`config.mk`:
```
export PLATFORM = sky130hd
export DESIGN_NAME = epc_ctrl
export DESIGN_NICKNAME = d
export VERILOG_FILES = /design/src/hdl/epc_pkg.sv /design/src/hdl/epc_latch.sv /design/src/hdl/epc_ctrl.sv
export SDC_FILE = /design/constraint.sdc
export NUM_CORES = 1
export LEC_CHECK = 0
export CAP_MARGIN = 10
export CORE_MARGIN = 2
export CORE_UTILIZATION = 55
export DETAILED_ROUTE_END_ITERATION = 12
export DONT_BUFFER_PORTS = 1
export PLACE_DENSITY = 0.75
export SETUP_SLACK_MARGIN = 0.5
export SYNTH_ARGS = -nofsm -noshare
export SYNTH_HDL_FRONTEND = slang
export SYNTH_SLANG_ARGS = --single-unit
```
`constraint.sdc`:
```
create_clock -name core_clk -period 5.03 [get_ports core_clk]
set_clock_uncertainty 0.2 [all_clocks]
set_input_delay 0.7545 -clock core_clk [delete_from_list [all_inputs] [get_ports core_clk]]
set_output_delay 0.7545 -clock core_clk [all_outputs]
set_load 0.01 [all_outputs]
```
`src/hdl/epc_pkg.sv`:
```
// constants and carrier types for the otp array program control block
package epc_pkg;
  localparam int unsigned ADDR_W = 16;
  localparam int unsigned DATA_W = 8;
  localparam logic [ADDR_W-1:0] CTRL_OFFSET = 16'h001D;
  localparam int unsigned LATCH_BIT = 2;
  localparam int unsigned PULSE_BIT = 0;
  localparam logic [DATA_W-1:0] CTRL_RESET = 8'h00;
  localparam logic [ADDR_W-1:0] USER_BASE = 16'h8000;
  localparam logic [ADDR_W-1:0] USER_LAST = 16'hFDFF;
  localparam logic [ADDR_W-1:0] VECT_BASE = 16'hFFF0;
  localparam logic [ADDR_W-1:0] VECT_LAST = 16'hFFFF;
  localparam int unsigned BLOCK_BYTES = 16;
  localparam int unsigned BLOCK_LSB = 4;
  localparam logic [DATA_W-1:0] READ_BLOCKED = 8'h00;
  typedef struct packed {
    logic [ADDR_W-1:0] addr;
    logic [DATA_W-1:0] data;
  } epc_bus_s;
endpackage

```
`src/hdl/epc_latch.sv`:
```
// storage of one block of latched program bytes
`timescale 1ns/100ps
module epc_latch (
  input wire logic core_clk, // system clock
  input wire logic rst, // async reset, high
  input wire logic clr, // clear all slot written flags except a slot written this cycle, bytes kept
  input wire logic wr, // capture a byte
  input wire logic [3:0] idx, // byte slot in block
  input wire logic [7:0] wdata, // byte to capture
  output logic [127:0] data_q, // latched bytes
  output logic [15:0] valid_q // slot written flags
);
  genvar g;
  generate
    for (g = 0; g < 16; g++) begin : g_slot
      // one flop set per slot, so no process shares a variable with another
      logic [7:0] byte_q;
      logic flag_q;
      always_ff @(posedge core_clk or posedge rst) begin
        if (rst) begin
          byte_q <= 8'h00;
          flag_q <= 1'b0;
        end else if (wr && idx == 4'(g)) begin
          byte_q <= wdata;
          flag_q <= 1'b1;
        end else if (clr) begin
          flag_q <= 1'b0;
        end
      end
      assign data_q[g*8 +: 8] = byte_q;
      assign valid_q[g] = flag_q;
    end
  endgenerate
endmodule // epc_latch

```
`src/hdl/epc_ctrl.sv`:
```
// top of the otp array program control block
//
// Design decision made here: the address-and-strobe port.
`timescale 1ns/100ps
module epc_ctrl (
  input wire logic core_clk, // system clock
  input wire logic rst, // async reset, high
  input wire logic [15:0] reg_addr, // register address
  input wire logic [7:0] reg_wdata, // register write data
  input wire logic reg_wr, // register write strobe
  input wire logic reg_rd, // register read strobe
  output logic [7:0] reg_rdata_q, // register read data
  input wire logic [15:0] arr_addr, // cpu array address
  input wire logic [7:0] arr_wdata, // cpu array write data
  input wire logic arr_wr, // cpu array write strobe
  input wire logic arr_rd, // cpu array read strobe
  output logic [7:0] arr_rdata_q, // cpu array read data
  input wire logic [7:0] cell_rdata, // byte from array cells
  output logic [15:0] cell_addr, // address to array cells
  output logic prog_mode, // array paths in program setup
  output logic prog_power, // programming supply on
  output logic [15:0] prog_block_q, // latched block base
  output logic [127:0] prog_data, // latched block bytes
  output logic [15:0] prog_valid // latched slot flags
);
  logic latch_enable_q;
  logic latch_enable_d;
  logic program_pulse_q;
  logic program_pulse_d;
  logic [15:0] blk_q;
  logic have_blk_q;

  function automatic logic in_array(input logic [15:0] a);
    in_array = (a >= epc_pkg::USER_BASE && a <= epc_pkg::USER_LAST) ||
               (a >= epc_pkg::VECT_BASE && a <= epc_pkg::VECT_LAST);
  endfunction

  ////////////////////////////////////////////////////////////////////////
  wire ctrl_hit = reg_addr == epc_pkg::CTRL_OFFSET;
  wire ctrl_wr = reg_wr && ctrl_hit;
  wire w_latch = reg_wdata[epc_pkg::LATCH_BIT];
  wire w_pulse = reg_wdata[epc_pkg::PULSE_BIT];
  wire [15:0] arr_blk = {arr_addr[15:epc_pkg::BLOCK_LSB], 4'h0};
  // a write outside the first latched block is dropped, not mixed in
  wire same_blk = !have_blk_q || arr_blk == blk_q;
  wire cap_wr = arr_wr && latch_enable_q && in_array(arr_addr) && same_blk;

  always_comb begin
    latch_enable_d = latch_enable_q;
    program_pulse_d = program_pulse_q;
    if (ctrl_wr) begin
      if (!w_latch) begin
        latch_enable_d = 1'b0;
        program_pulse_d = 1'b0;
      end else if (!latch_enable_q) begin
        latch_enable_d = 1'b1;
        program_pulse_d = 1'b0;
      end else begin
        program_pulse_d = w_pulse;
      end
    end
  end

  always_ff @(posedge core_clk or posedge rst) begin
    if (rst) begin
      latch_enable_q <= epc_pkg::CTRL_RESET[epc_pkg::LATCH_BIT];
      program_pulse_q <= epc_pkg::CTRL_RESET[epc_pkg::PULSE_BIT];
    end else begin
      latch_enable_q <= latch_enable_d;
      program_pulse_q <= program_pulse_d;
    end
  end

  ////////////////////////////////////////////////////////////////////////
  always_ff @(posedge core_clk or posedge rst) begin
    if (rst) begin
      blk_q <= 16'h0000;
      have_blk_q <= 1'b0;
    end else if (!latch_enable_q) begin
      have_blk_q <= 1'b0;
    end else if (cap_wr && !have_blk_q) begin
      blk_q <= arr_blk;
      have_blk_q <= 1'b1;
    end
  end

  epc_latch u_latch (
    .core_clk(core_clk),
    .rst(rst),
    .clr(!latch_enable_q),
    .wr(cap_wr),
    .idx(arr_addr[3:0]),
    .wdata(arr_wdata),
    .data_q(prog_data),
    .valid_q(prog_valid)
  );

  assign prog_block_q = blk_q;
  assign prog_mode = latch_enable_q;
  assign prog_power = program_pulse_q;
  // programming addresses come from the latch, reads from the cpu
  assign cell_addr = latch_enable_q ? blk_q : arr_addr;

  ////////////////////////////////////////////////////////////////////////
  wire [7:0] ctrl_val = 8'(({7'h00, latch_enable_q} << epc_pkg::LATCH_BIT) |
                           ({7'h00, program_pulse_q} << epc_pkg::PULSE_BIT));
  wire arr_ok = arr_rd && !latch_enable_q && in_array(arr_addr);

  always_ff @(posedge core_clk or posedge rst) begin
    if (rst) begin
      reg_rdata_q <= 8'h00;
      arr_rdata_q <= 8'h00;
    end else begin
      reg_rdata_q <= (reg_rd && ctrl_hit) ? ctrl_val : 8'h00;
      arr_rdata_q <= arr_ok ? cell_rdata : epc_pkg::READ_BLOCKED;
    end
  end
endmodule // epc_ctrl

```
==> metrics, run 1 <==
status=complete, no violations; register area share after synthesis=0.628; sink count of the clock tree=169; DRT antenna net count=0; fin util=0.612; Seq pwr share=0.490; die area=0.0131 mm²; ratio of cells with drive above 1 in the final layout=0.157; Hold Vio Cnt, Final=0; NumNets Final=552; Crit Path Max Fanout=16; routability-driven placement congestion ratio=0.798; # resized after CTS=0; Total Routing Usage GR=0.267; classification of the worst-slack hold path=in -> async; synth warn=0; PortBufs=0; DRC violations left=0; Final WS setup=1690 ps; Synth Register Bits=169; fmax=0.300 GHz; Cell Area, Synth=0.00674 mm²; switching pwr=0.611 mW; critical path, cell by cell=xnor2_1 > nand4_1 > o31ai_4 > nand3_1 > o2bb2ai_1; max_cap viols=0; switch share=0.220; Finish-stage setup viols=0; Worst-Margin Slew=1050 ps; Comb pwr share=0.025; WP data arrival=3450 ps; post-CTS setup repair buffer count=0; area grow syn2layout=8.69%; CP Depth=5; PwrDens=380 mW/mm²; vias in the first global route=4,311; core area=0.0120 mm²; Rel. slew slack=0.296; DPL Wire Length=11,300 µm; H-tree depth=4; initial drt markers=307; die span in y=115 µm; clock share of power=0.485; unrepaired setup endpoints after global routing=false; CP max stage delay=950 ps; Rows=40; Distinct cells, synth=28; gr ovfl total=0; crit path kind=reg -> reg; pre-CTS WS=1450 ps; Initial Utilization=0.563; Post-Layout Cell Count=650; initial antenna violation count=0; post-layout min period=3340 ps; total negative setup slack=0 ps; Die Width=115 µm; CTS tree=built; Startpoint Class=flop; Tcrit/Tclk final=0.664; largest net degree at the start of global routing=68; CP top delay family=compound AO/OA/AOI/OAI gates; CP required=5140 ps; slowest CP cell=nand3_1; Vias/cell=6.57; Buffers & Inverters on Critical Path=0; Final Total Pwr=2.78 mW; CTS Hold Bufs=0; nature of the critical path endpoint=flop; via count=4,268; Reg-to-Reg End=u_latch.g_slot[9].byte_q[5]; Num CTS Buffers=17; Mapped Avg Cell Area=13.3 µm²; CTS clk-pin slew, worst paths=70 ps; drt total wl=17,000 µm; n_diodes=0; clock buffer depth=2; Worst R2R Setup Slack=1690 ps; num ports=256; Slew Limit Fails=0; Clock Latency Late Sink=410 ps; static leakage=3.31 nW; DR WL/cell=26.1 µm; Worst R2R Start=prog_block_q[8]; first-pass GRT wire length=26,300 µm; Root Buffer=clkbuf_16; Post-Syn Instances=507; Fill cells=902; R2R depth=5; P_int=2.17 mW; DR pass1 iterations=4; Worst VDD drop=0.000247 V; Placed Cells=618
[synthesized netlist by cell type, drive strengths merged]
| cell type | number | area share |
|---|---|---|
| a211oi | 1 | 0.0019 |
| a21o | 1 | 0.0011 |
| and2 | 8 | 0.0074 |
| and3 | 3 | 0.0028 |
| and4 | 2 | 0.0026 |
| buf | 34 | 0.036 |
| clkbuf | 17 | 0.0095 |
| conb | 1 | 0.00056 |
| dfrtp | 169 | 0.63 |
| inv | 3 | 0.0017 |
| mux2 | 25 | 0.042 |
| nand2 | 48 | 0.027 |
| nand3 | 17 | 0.016 |
| nand3b | 1 | 0.0017 |
| nand4 | 14 | 0.019 |
| nor2 | 3 | 0.0017 |
| nor2b | 8 | 0.0074 |
| nor3 | 6 | 0.0045 |
| nor4 | 2 | 0.0019 |
| nor4bb | 2 | 0.0030 |
| o2bb2ai | 128 | 0.17 |
| o31ai | 1 | 0.0019 |
| or2 | 1 | 0.00093 |
| xnor2 | 12 | 0.016 |
[power groups by stage]
stage | Combinational [mW] | Sequential, mW | Clock (mW)
3_5_place_dp | 0.0700 | 1.39 | 0
6_report | 0.0683 | 1.36 | 1.35
3_3_place_gp | 0.0683 | 1.39 | 0
5_1_grt | 0.0787 | 1.36 | 1.43
2_1_floorplan | 0.0639 | 1.39 | 0
4_1_cts | 0.0702 | 1.36 | 1.37
[worst reg2reg max path: stages (launching register included)]
cell and delay (ps):
dfrtp_1 470, xnor2_1 200, nand4_1 160, o31ai_4 800, nand3_1 960, o2bb2ai_1 450
[routing by layer]
metal | vias to the layer above | GRT usage | share of wire
li1 | 1833 | - | -
met1 | 2208 | 0.375 | 0.44
met2 | 203 | 0.403 | 0.47
met3 | 24 | 0.0895 | 0.082
met4 | 0 | 0.0732 | 0.014
met5 | - | 0 | 0
[flip-flops by register name, indices dropped and copies added, names as in the netlist]
name and count:
arr_rdata_q 8, have_blk_q 1, prog_block_q 12, prog_mode 1, prog_power 1, reg_rdata_q 2, u_latch.g_slot.byte_q 128, u_latch.g_slot.flag_q 16
[final cells by class]
| cell class | instances | area (µm²) | area share |
|---|---|---|---|
| inverters | 3 | 15.0 | 0.00205 |
| clock buffers | 18 | 429 | 0.0586 |
| multi-input cells | 293 | 2230 | 0.305 |
| repair buffers | 6 | 45.0 | 0.00615 |
| flip-flops and latches | 169 | 4230 | 0.578 |
| clock inverters | 14 | 186 | 0.0255 |
| well taps | 147 | 184 | 0.0251 |
[worst max path at each step]
stage                          from                           end  slack (ps)
floorplan                       rst                arr_rdata_q[0]        1920
global placement        arr_addr[8]   u_latch.g_slot[8].byte_q[2]        1560
detailed placement      arr_addr[8]  u_latch.g_slot[10].byte_q[2]        1450
CTS                 prog_block_q[8]  u_latch.g_slot[10].byte_q[2]        1680
global route        prog_block_q[8]  u_latch.g_slot[10].byte_q[2]        1460
finish              prog_block_q[8]   u_latch.g_slot[9].byte_q[5]        1690
[layout by cell type, fill, tap and decap left out, types with 2 or more instances in the layout]
| master | count |
|---|---|
| dfrtp_1 | 169 |
| o2bb2ai_1 | 128 |
| nand2_1 | 48 |
| mux2_2 | 25 |
| clkbuf_16 | 17 |
| nand3_1 | 12 |
| xnor2_1 | 12 |
| conb_1 | 10 |
| nand4_1 | 8 |
| nor2b_1 | 8 |
| and2_1 | 8 |
| nor3_1 | 6 |
| nand4_2 | 6 |
| buf_4 | 6 |
| nand3_2 | 5 |
| inv_6 | 4 |
| and3_1 | 3 |
| clkinv_4 | 3 |
| bufinv_16 | 3 |
| nor2_1 | 2 |
| and4_1 | 2 |
| inv_1 | 2 |
| nor4_1 | 2 |
| nor4bb_1 | 2 |
| clkinvlp_4 | 2 |
| inv_8 | 2 |
[stage by stage]
stage	area, µm²	hold slack, ps
after floorplan	6770	248
after global placement	6710	332
after detailed placement	6710	339
after CTS	7320	156
after global routing	7320	203
final	7320	143
[cells by family (layout without fill, tap and decap cells)]
kind of cell,after synthesis,in the layout,share of synthesized area
mux,25,25,0.0418
xor+xnor,12,12,0.0156
flops,169,169,0.628
simple gates,115,115,0.0955
buf+inv,54,41,0.0474
compound gates,131,131,0.171
other cells,1,10,0.000557
Power figures use the tool's default switching activity.
==> run 2, diff against run 1 <==
--- a/config.mk
+++ b/config.mk
@@ -10,7 +10,7 @@
 export CORE_UTILIZATION = 55
 export DETAILED_ROUTE_END_ITERATION = 12
 export DONT_BUFFER_PORTS = 1
-export PLACE_DENSITY = 0.75
+export PLACE_DENSITY = 0.72
 export SETUP_SLACK_MARGIN = 0.5
 export SYNTH_ARGS = -nofsm -noshare
 export SYNTH_HDL_FRONTEND = slang
==> constraint.sdc (replaced) <==
create_clock -name core_clk -period 3.2 [get_ports core_clk]
set_clock_uncertainty 0.2 [all_clocks]
set_input_delay 0.48 -clock core_clk [delete_from_list [all_inputs] [get_ports core_clk]]
set_output_delay 0.48 -clock core_clk [all_outputs]
set_load 0.01 [all_outputs]
==> run 2 against run 1 <==
Worst hold slack worse by 130 ps. First-iteration DRC count down 2.9%. Sequential share of layout area down 2.4 points. Sequential power up 57%. Critical path depth up 1. Highest routed layer unchanged. Largest power group unchanged. Largest cell class unchanged. Die area unchanged. Total power up 55%. Routed wire length up 5.1%. Non-clock buffer count up 34. Clock power up 50%.
==> metrics, run 2 (same netlist as run 1, synthesis figures left out) <==
fmax=0.368 GHz; Buffers & Inverters on Critical Path=1; PwrDens=564 mW/mm²; most common cell after layout, fill and taps aside=dfrtp_1; H-tree depth=4; Initial Utilization=0.563; max_cap viols=0; Startpoint Class=flop; Die Width=115 µm; Worst VDD drop=0.000289 V; CP required=3330 ps; CTS tree=built; PortBufs=0; Slew Limit Fails=0; Clock Latency Late Sink=420 ps; fin util=0.638; Total Routing Usage GR=0.277; Rows=40; Num CTS Buffers=17; status=complete, no violations; Largest Register=u_latch.g_slot.byte_q; largest net degree at the start of global routing=78; die area=0.0131 mm²; drt total wl=17,800 µm; critical path, cell by cell=xnor2_1 > nand4_1 > o31ai_4 > buf_4 > nand3_2 > o2bb2ai_1; DRC violations left=0; clock buffer depth=2; NumNets Final=586; slowest CP cell=o31ai_4; CP max stage delay=490 ps; WP data arrival=2850 ps; initial antenna violation count=0; most frequent cells in the layout=dfrtp_1 (168), o2bb2ai_1 (128), nand2_1 (48), mux2_2 (25), dlygate4sd3_1 (19); nature of the critical path endpoint=flop; Worst-Margin Slew=951 ps; ratio of cells with drive above 1 in the final layout=0.179; Largest register FFs=128; DR pass1 iterations=4; DRT antenna net count=0; DPL Wire Length=11,600 µm; Crit Path Max Fanout=16; crit path kind=reg -> reg; sink count of the clock tree=169; Hold Vio Cnt, Final=0; die span in y=115 µm; post-layout min period=2720 ps; DR WL/cell=26.1 µm; vias in the first global route=4,669; unrepaired setup endpoints after global routing=true; via count=4,453; initial drt markers=298; Tcrit/Tclk final=0.850; Root Buffer=clkbuf_16; Rel. slew slack=0.358; routability-driven placement congestion ratio=0.793; area grow syn2layout=13.3%; total negative setup slack=0 ps; first-pass GRT wire length=27,200 µm; core area=0.0120 mm²; CTS clk-pin slew, worst paths=70 ps; gr ovfl total=0; classification of the worst-slack hold path=in -> reg; Finish-stage setup viols=0; n_diodes=0; Fill cells=889; Vias/cell=6.51; static leakage=3.46 nW; num ports=256; CP top delay family=compound AO/OA/AOI/OAI gates
## run 2: per-stage QoR
| step | power [mW] | worst slack (ps) | cell area [µm²] | instances | hold WS (ps) |
|---|---|---|---|---|---|
| final | 4.31 | 481 | 7630 | 684 | 16.9 |
| after global routing | 4.45 | 372 | 7630 | 684 | 8.22 |
| after CTS | 4.34 | 501 | 7610 | 681 | 0.455 |
| after detailed placement | 2.31 | 528 | 6830 | 630 | 171 |
| after global placement | 2.30 | 567 | 6830 | 630 | 168 |
| after floorplan | 2.29 | 365 | 6770 | 516 | 248 |
## run 2: final cells by class
class,count,area [µm²],share of cell area
inverter,3,15.0,0.00197
tap,147,184,0.0241
clock inverter,15,154,0.0202
clock buffer,17,425,0.0557
timing repair buffer,40,385,0.0505
multi-input combinational,293,2240,0.293
sequential,169,4230,0.554
## run 2: metal layers
layer  vias up  routed length [µm]  track usage
met5         -                   0            0
met1      2289                7320        0.365
li1       1897                   -            -
met4         0                 246       0.0894
met3        25                1810       0.0979
met2       242                8450        0.432
## run 2: timing repair
action	CTS	global route
buffers inserted	0	3
resized for setup	1	0
setup endpoints to repair	2	51
hold buffers	19	0
hold endpoints to repair	33	0
## run 2: worst paths after layout
| check | endpoint | slack (ps) | depth (start not counted) | from |
|---|---|---|---|---|
| hold / removal | reg_rdata_q[0] | 20 | 1 | reg_rd |
| hold reg to reg | u_latch.g_slot[3].byte_q[4] | 360 | 1 | u_latch.g_slot[3].byte_q[4] |
| setup / recovery | u_latch.g_slot[10].byte_q[0] | 480 | 6 | prog_block_q[8] |
| max in group asynchronous | prog_mode | 1730 | 3 | rst |
| setup reg to reg | u_latch.g_slot[10].byte_q[0] | 480 | 6 | prog_block_q[8] |
| min in group asynchronous | u_latch.g_slot[12].byte_q[0] | 340 | 2 | rst |
## run 2: power by group
group	internal [mW]	total (mW)	switching, mW
sequential	2.14	2.14	0.00432
clock	1.11	2.03	0.920
combinational	0.0473	0.138	0.0902
==> run 3, diff against run 2 <==
--- a/config.mk
+++ b/config.mk
@@ -10,7 +10,7 @@
 export CORE_UTILIZATION = 55
 export DETAILED_ROUTE_END_ITERATION = 12
 export DONT_BUFFER_PORTS = 1
-export PLACE_DENSITY = 0.72
+export PLACE_DENSITY = 0.75
 export SETUP_SLACK_MARGIN = 0.5
 export SYNTH_ARGS = -nofsm -noshare
 export SYNTH_HDL_FRONTEND = slang
==> constraint.sdc (replaced) <==
create_clock -name core_clk -period 2.5 [get_ports core_clk]
set_clock_uncertainty 0.2 [all_clocks]
set_input_delay 0.375 -clock core_clk [delete_from_list [all_inputs] [get_ports core_clk]]
set_output_delay 0.375 -clock core_clk [all_outputs]
set_load 0.01 [all_outputs]
==> run 3 against run 2 <==
Highest routed layer unchanged. Clock-buffer cell count up 3. Total power increased by 27%. Largest power group unchanged. Clock power is 25% higher.
==> metrics, run 3 (same netlist as run 1, synthesis figures left out) <==
Die Width=115 µm; Final WS setup=127 ps; Initial Utilization=0.563; DPL Wire Length=11,500 µm; most common cell after layout, fill and taps aside=dfrtp_1; CTS clk-pin slew, worst paths=60 ps; H-tree depth=4; post-layout min period=2370 ps; CTS tree=built; classification of the worst-slack hold path=in -> reg; clock buffer depth=2; Slew Limit Fails=0; num ports=256; Fill cells=780; max_cap viols=0; CP required=2620 ps; Met2 Wirelength=9900 µm; PwrDens=638 mW/mm²; DR pass1 iterations=4; static leakage=3.72 nW; gr ovfl total=0; WP data arrival=2490 ps; Rows=40; Largest Register=u_latch.g_slot.byte_q; PortBufs=0; die span in y=115 µm; Met3 Routed Length=1730 µm; status=complete, no violations; Clock Latency Late Sink=420 ps; Worst Hold Launch=arr_addr[0]; die area=0.0131 mm²; initial drt markers=343; Num CTS Buffers=17; Top Layer Used=met4; via count=4,719; Tcrit/Tclk final=0.949; initial antenna violation count=0; multi-input logic area=0.00273 mm²; first-pass GRT wire length=29,800 µm; Finish-stage setup viols=0; Largest register FFs=128; R2R depth=8; Total Routing Usage GR=0.307; DRT antenna net count=0; nature of the critical path endpoint=flop; Vias/cell=6.58; Hold Vio Cnt, Final=0; Rel. slew slack=0.572; core area=0.0120 mm²; Crit Path Max Fanout=16; Worst R2R Setup Slack=130 ps; sink count of the clock tree=169; Root Buffer=clkbuf_16; routability-driven placement congestion ratio=0.823; DRC violations left=0; Worst VDD drop=0.000390 V; unrepaired setup endpoints after global routing=true; most frequent cells in the layout=dfrtp_1 (159), o2bb2ai_1 (107), nand2_1 (34), dlygate4sd3_1 (23), o2bb2ai_2 (20); n_diodes=0; Min-Delay Path Depth=2; Worst-Margin Slew=641 ps; Startpoint Class=flop; ratio of cells with drive above 1 in the final layout=0.314; vias in the first global route=5,016; Worst R2R Start=prog_block_q[9]; DR WL/cell=27.7 µm; pre-CTS WS=-48.6 ps; WHS Endpoint=u_latch.g_slot[11].byte_q[0]; NumNets Final=619; drt total wl=19,900 µm; area grow syn2layout=27.4%; fin util=0.717; crit path kind=reg -> reg; Reg-to-Reg End=u_latch.g_slot[0].byte_q[4]; met1 wire length=7850 µm; fmax=0.421 GHz; largest net degree at the start of global routing=74; Seq. cell area=0.00424 mm²
## run 3: changes by cell type in the layout (fill, tap and decap cells not counted), moves of 7 or more
cell and delta:
nand2_2 +10, o2bb2ai_2 +20, buf_6 +13, dfrtp_2 +9
dfrtp_1 -9, xnor2_1 -7, xnor2_2 +7, mux2_2 -7
mux2_4 +7, nand2_1 -14, o2bb2ai_1 -21
## run 3: report_power, final
| group | total [mW] | switching (mW) | internal [mW] | leakage [nW] |
|---|---|---|---|---|
| sequential | 2.75 | 0.00577 | 2.74 | 2.34 |
| clock | 2.53 | 1.06 | 1.47 | 0.266 |
| combinational | 0.200 | 0.127 | 0.0731 | 1.11 |
| total | 5.47 | 1.19 | 4.28 | 3.72 |
## run 3: cell type report
cell class,count,share of cell area
well taps,147,0.0214
multi-input cells,297,0.318
clock buffers,20,0.0509
flip-flops and latches,169,0.494
repair buffers,69,0.0987
clock inverters,12,0.0149
inverters,3,0.00175
## run 3: worst max-delay path, stage by stage (launching register included)
cell and delay, ps:
dfrtp_2 470, xnor2_2 180, nand4_1 220, o31ai_4 350
buf_4 170, buf_12 120, nand3_1 90, buf_6 210
o2bb2ai_1 250
## run 3: how the worst max path moves through the flow
stage	end	startpoint	slack, ps
2_1_floorplan	arr_rdata_q[0]	rst	-230
3_3_place_gp	u_latch.g_slot[0].byte_q[0]	arr_addr[8]	-20
3_5_place_dp	u_latch.g_slot[0].byte_q[7]	arr_addr[8]	-50
4_1_cts	u_latch.g_slot[8].byte_q[6]	prog_block_q[15]	290
5_1_grt	u_latch.g_slot[15].byte_q[6]	prog_block_q[9]	100
6_report	u_latch.g_slot[0].byte_q[4]	prog_block_q[9]	130
## run 3: repair_timing
action	4_1_cts	5_1_grt
buffers inserted	13	5
hold endpoints to repair	47	0
hold buffers	23	0
endpoints found under the setup margin	150	176
pin swaps	7	7
resized for setup	41	60
cloned	8	3
## run 3: per-layer routing
metal / vias up / GRT usage
met5: - / 0
met1: 2441 / 0.391
met4: 0 / 0.147
li1: 1995 / -
met2: 249 / 0.477
met3: 34 / 0.102
## run 3: through the flow
stage | area (µm²) | power (mW) | TNS [ps] | hold WS, ps | instances
global route | 8580 | 5.64 | 0 | 48.0 | 717
CTS | 8190 | 5.49 | 0 | 25.3 | 709
detailed placement | 6950 | 2.95 | -660 | 148 | 633
global placement | 6950 | 2.95 | -314 | 131 | 633
finish | 8580 | 5.47 | 0 | 40.0 | 717
floorplan | 6890 | 2.93 | -38820 | 248 | 516
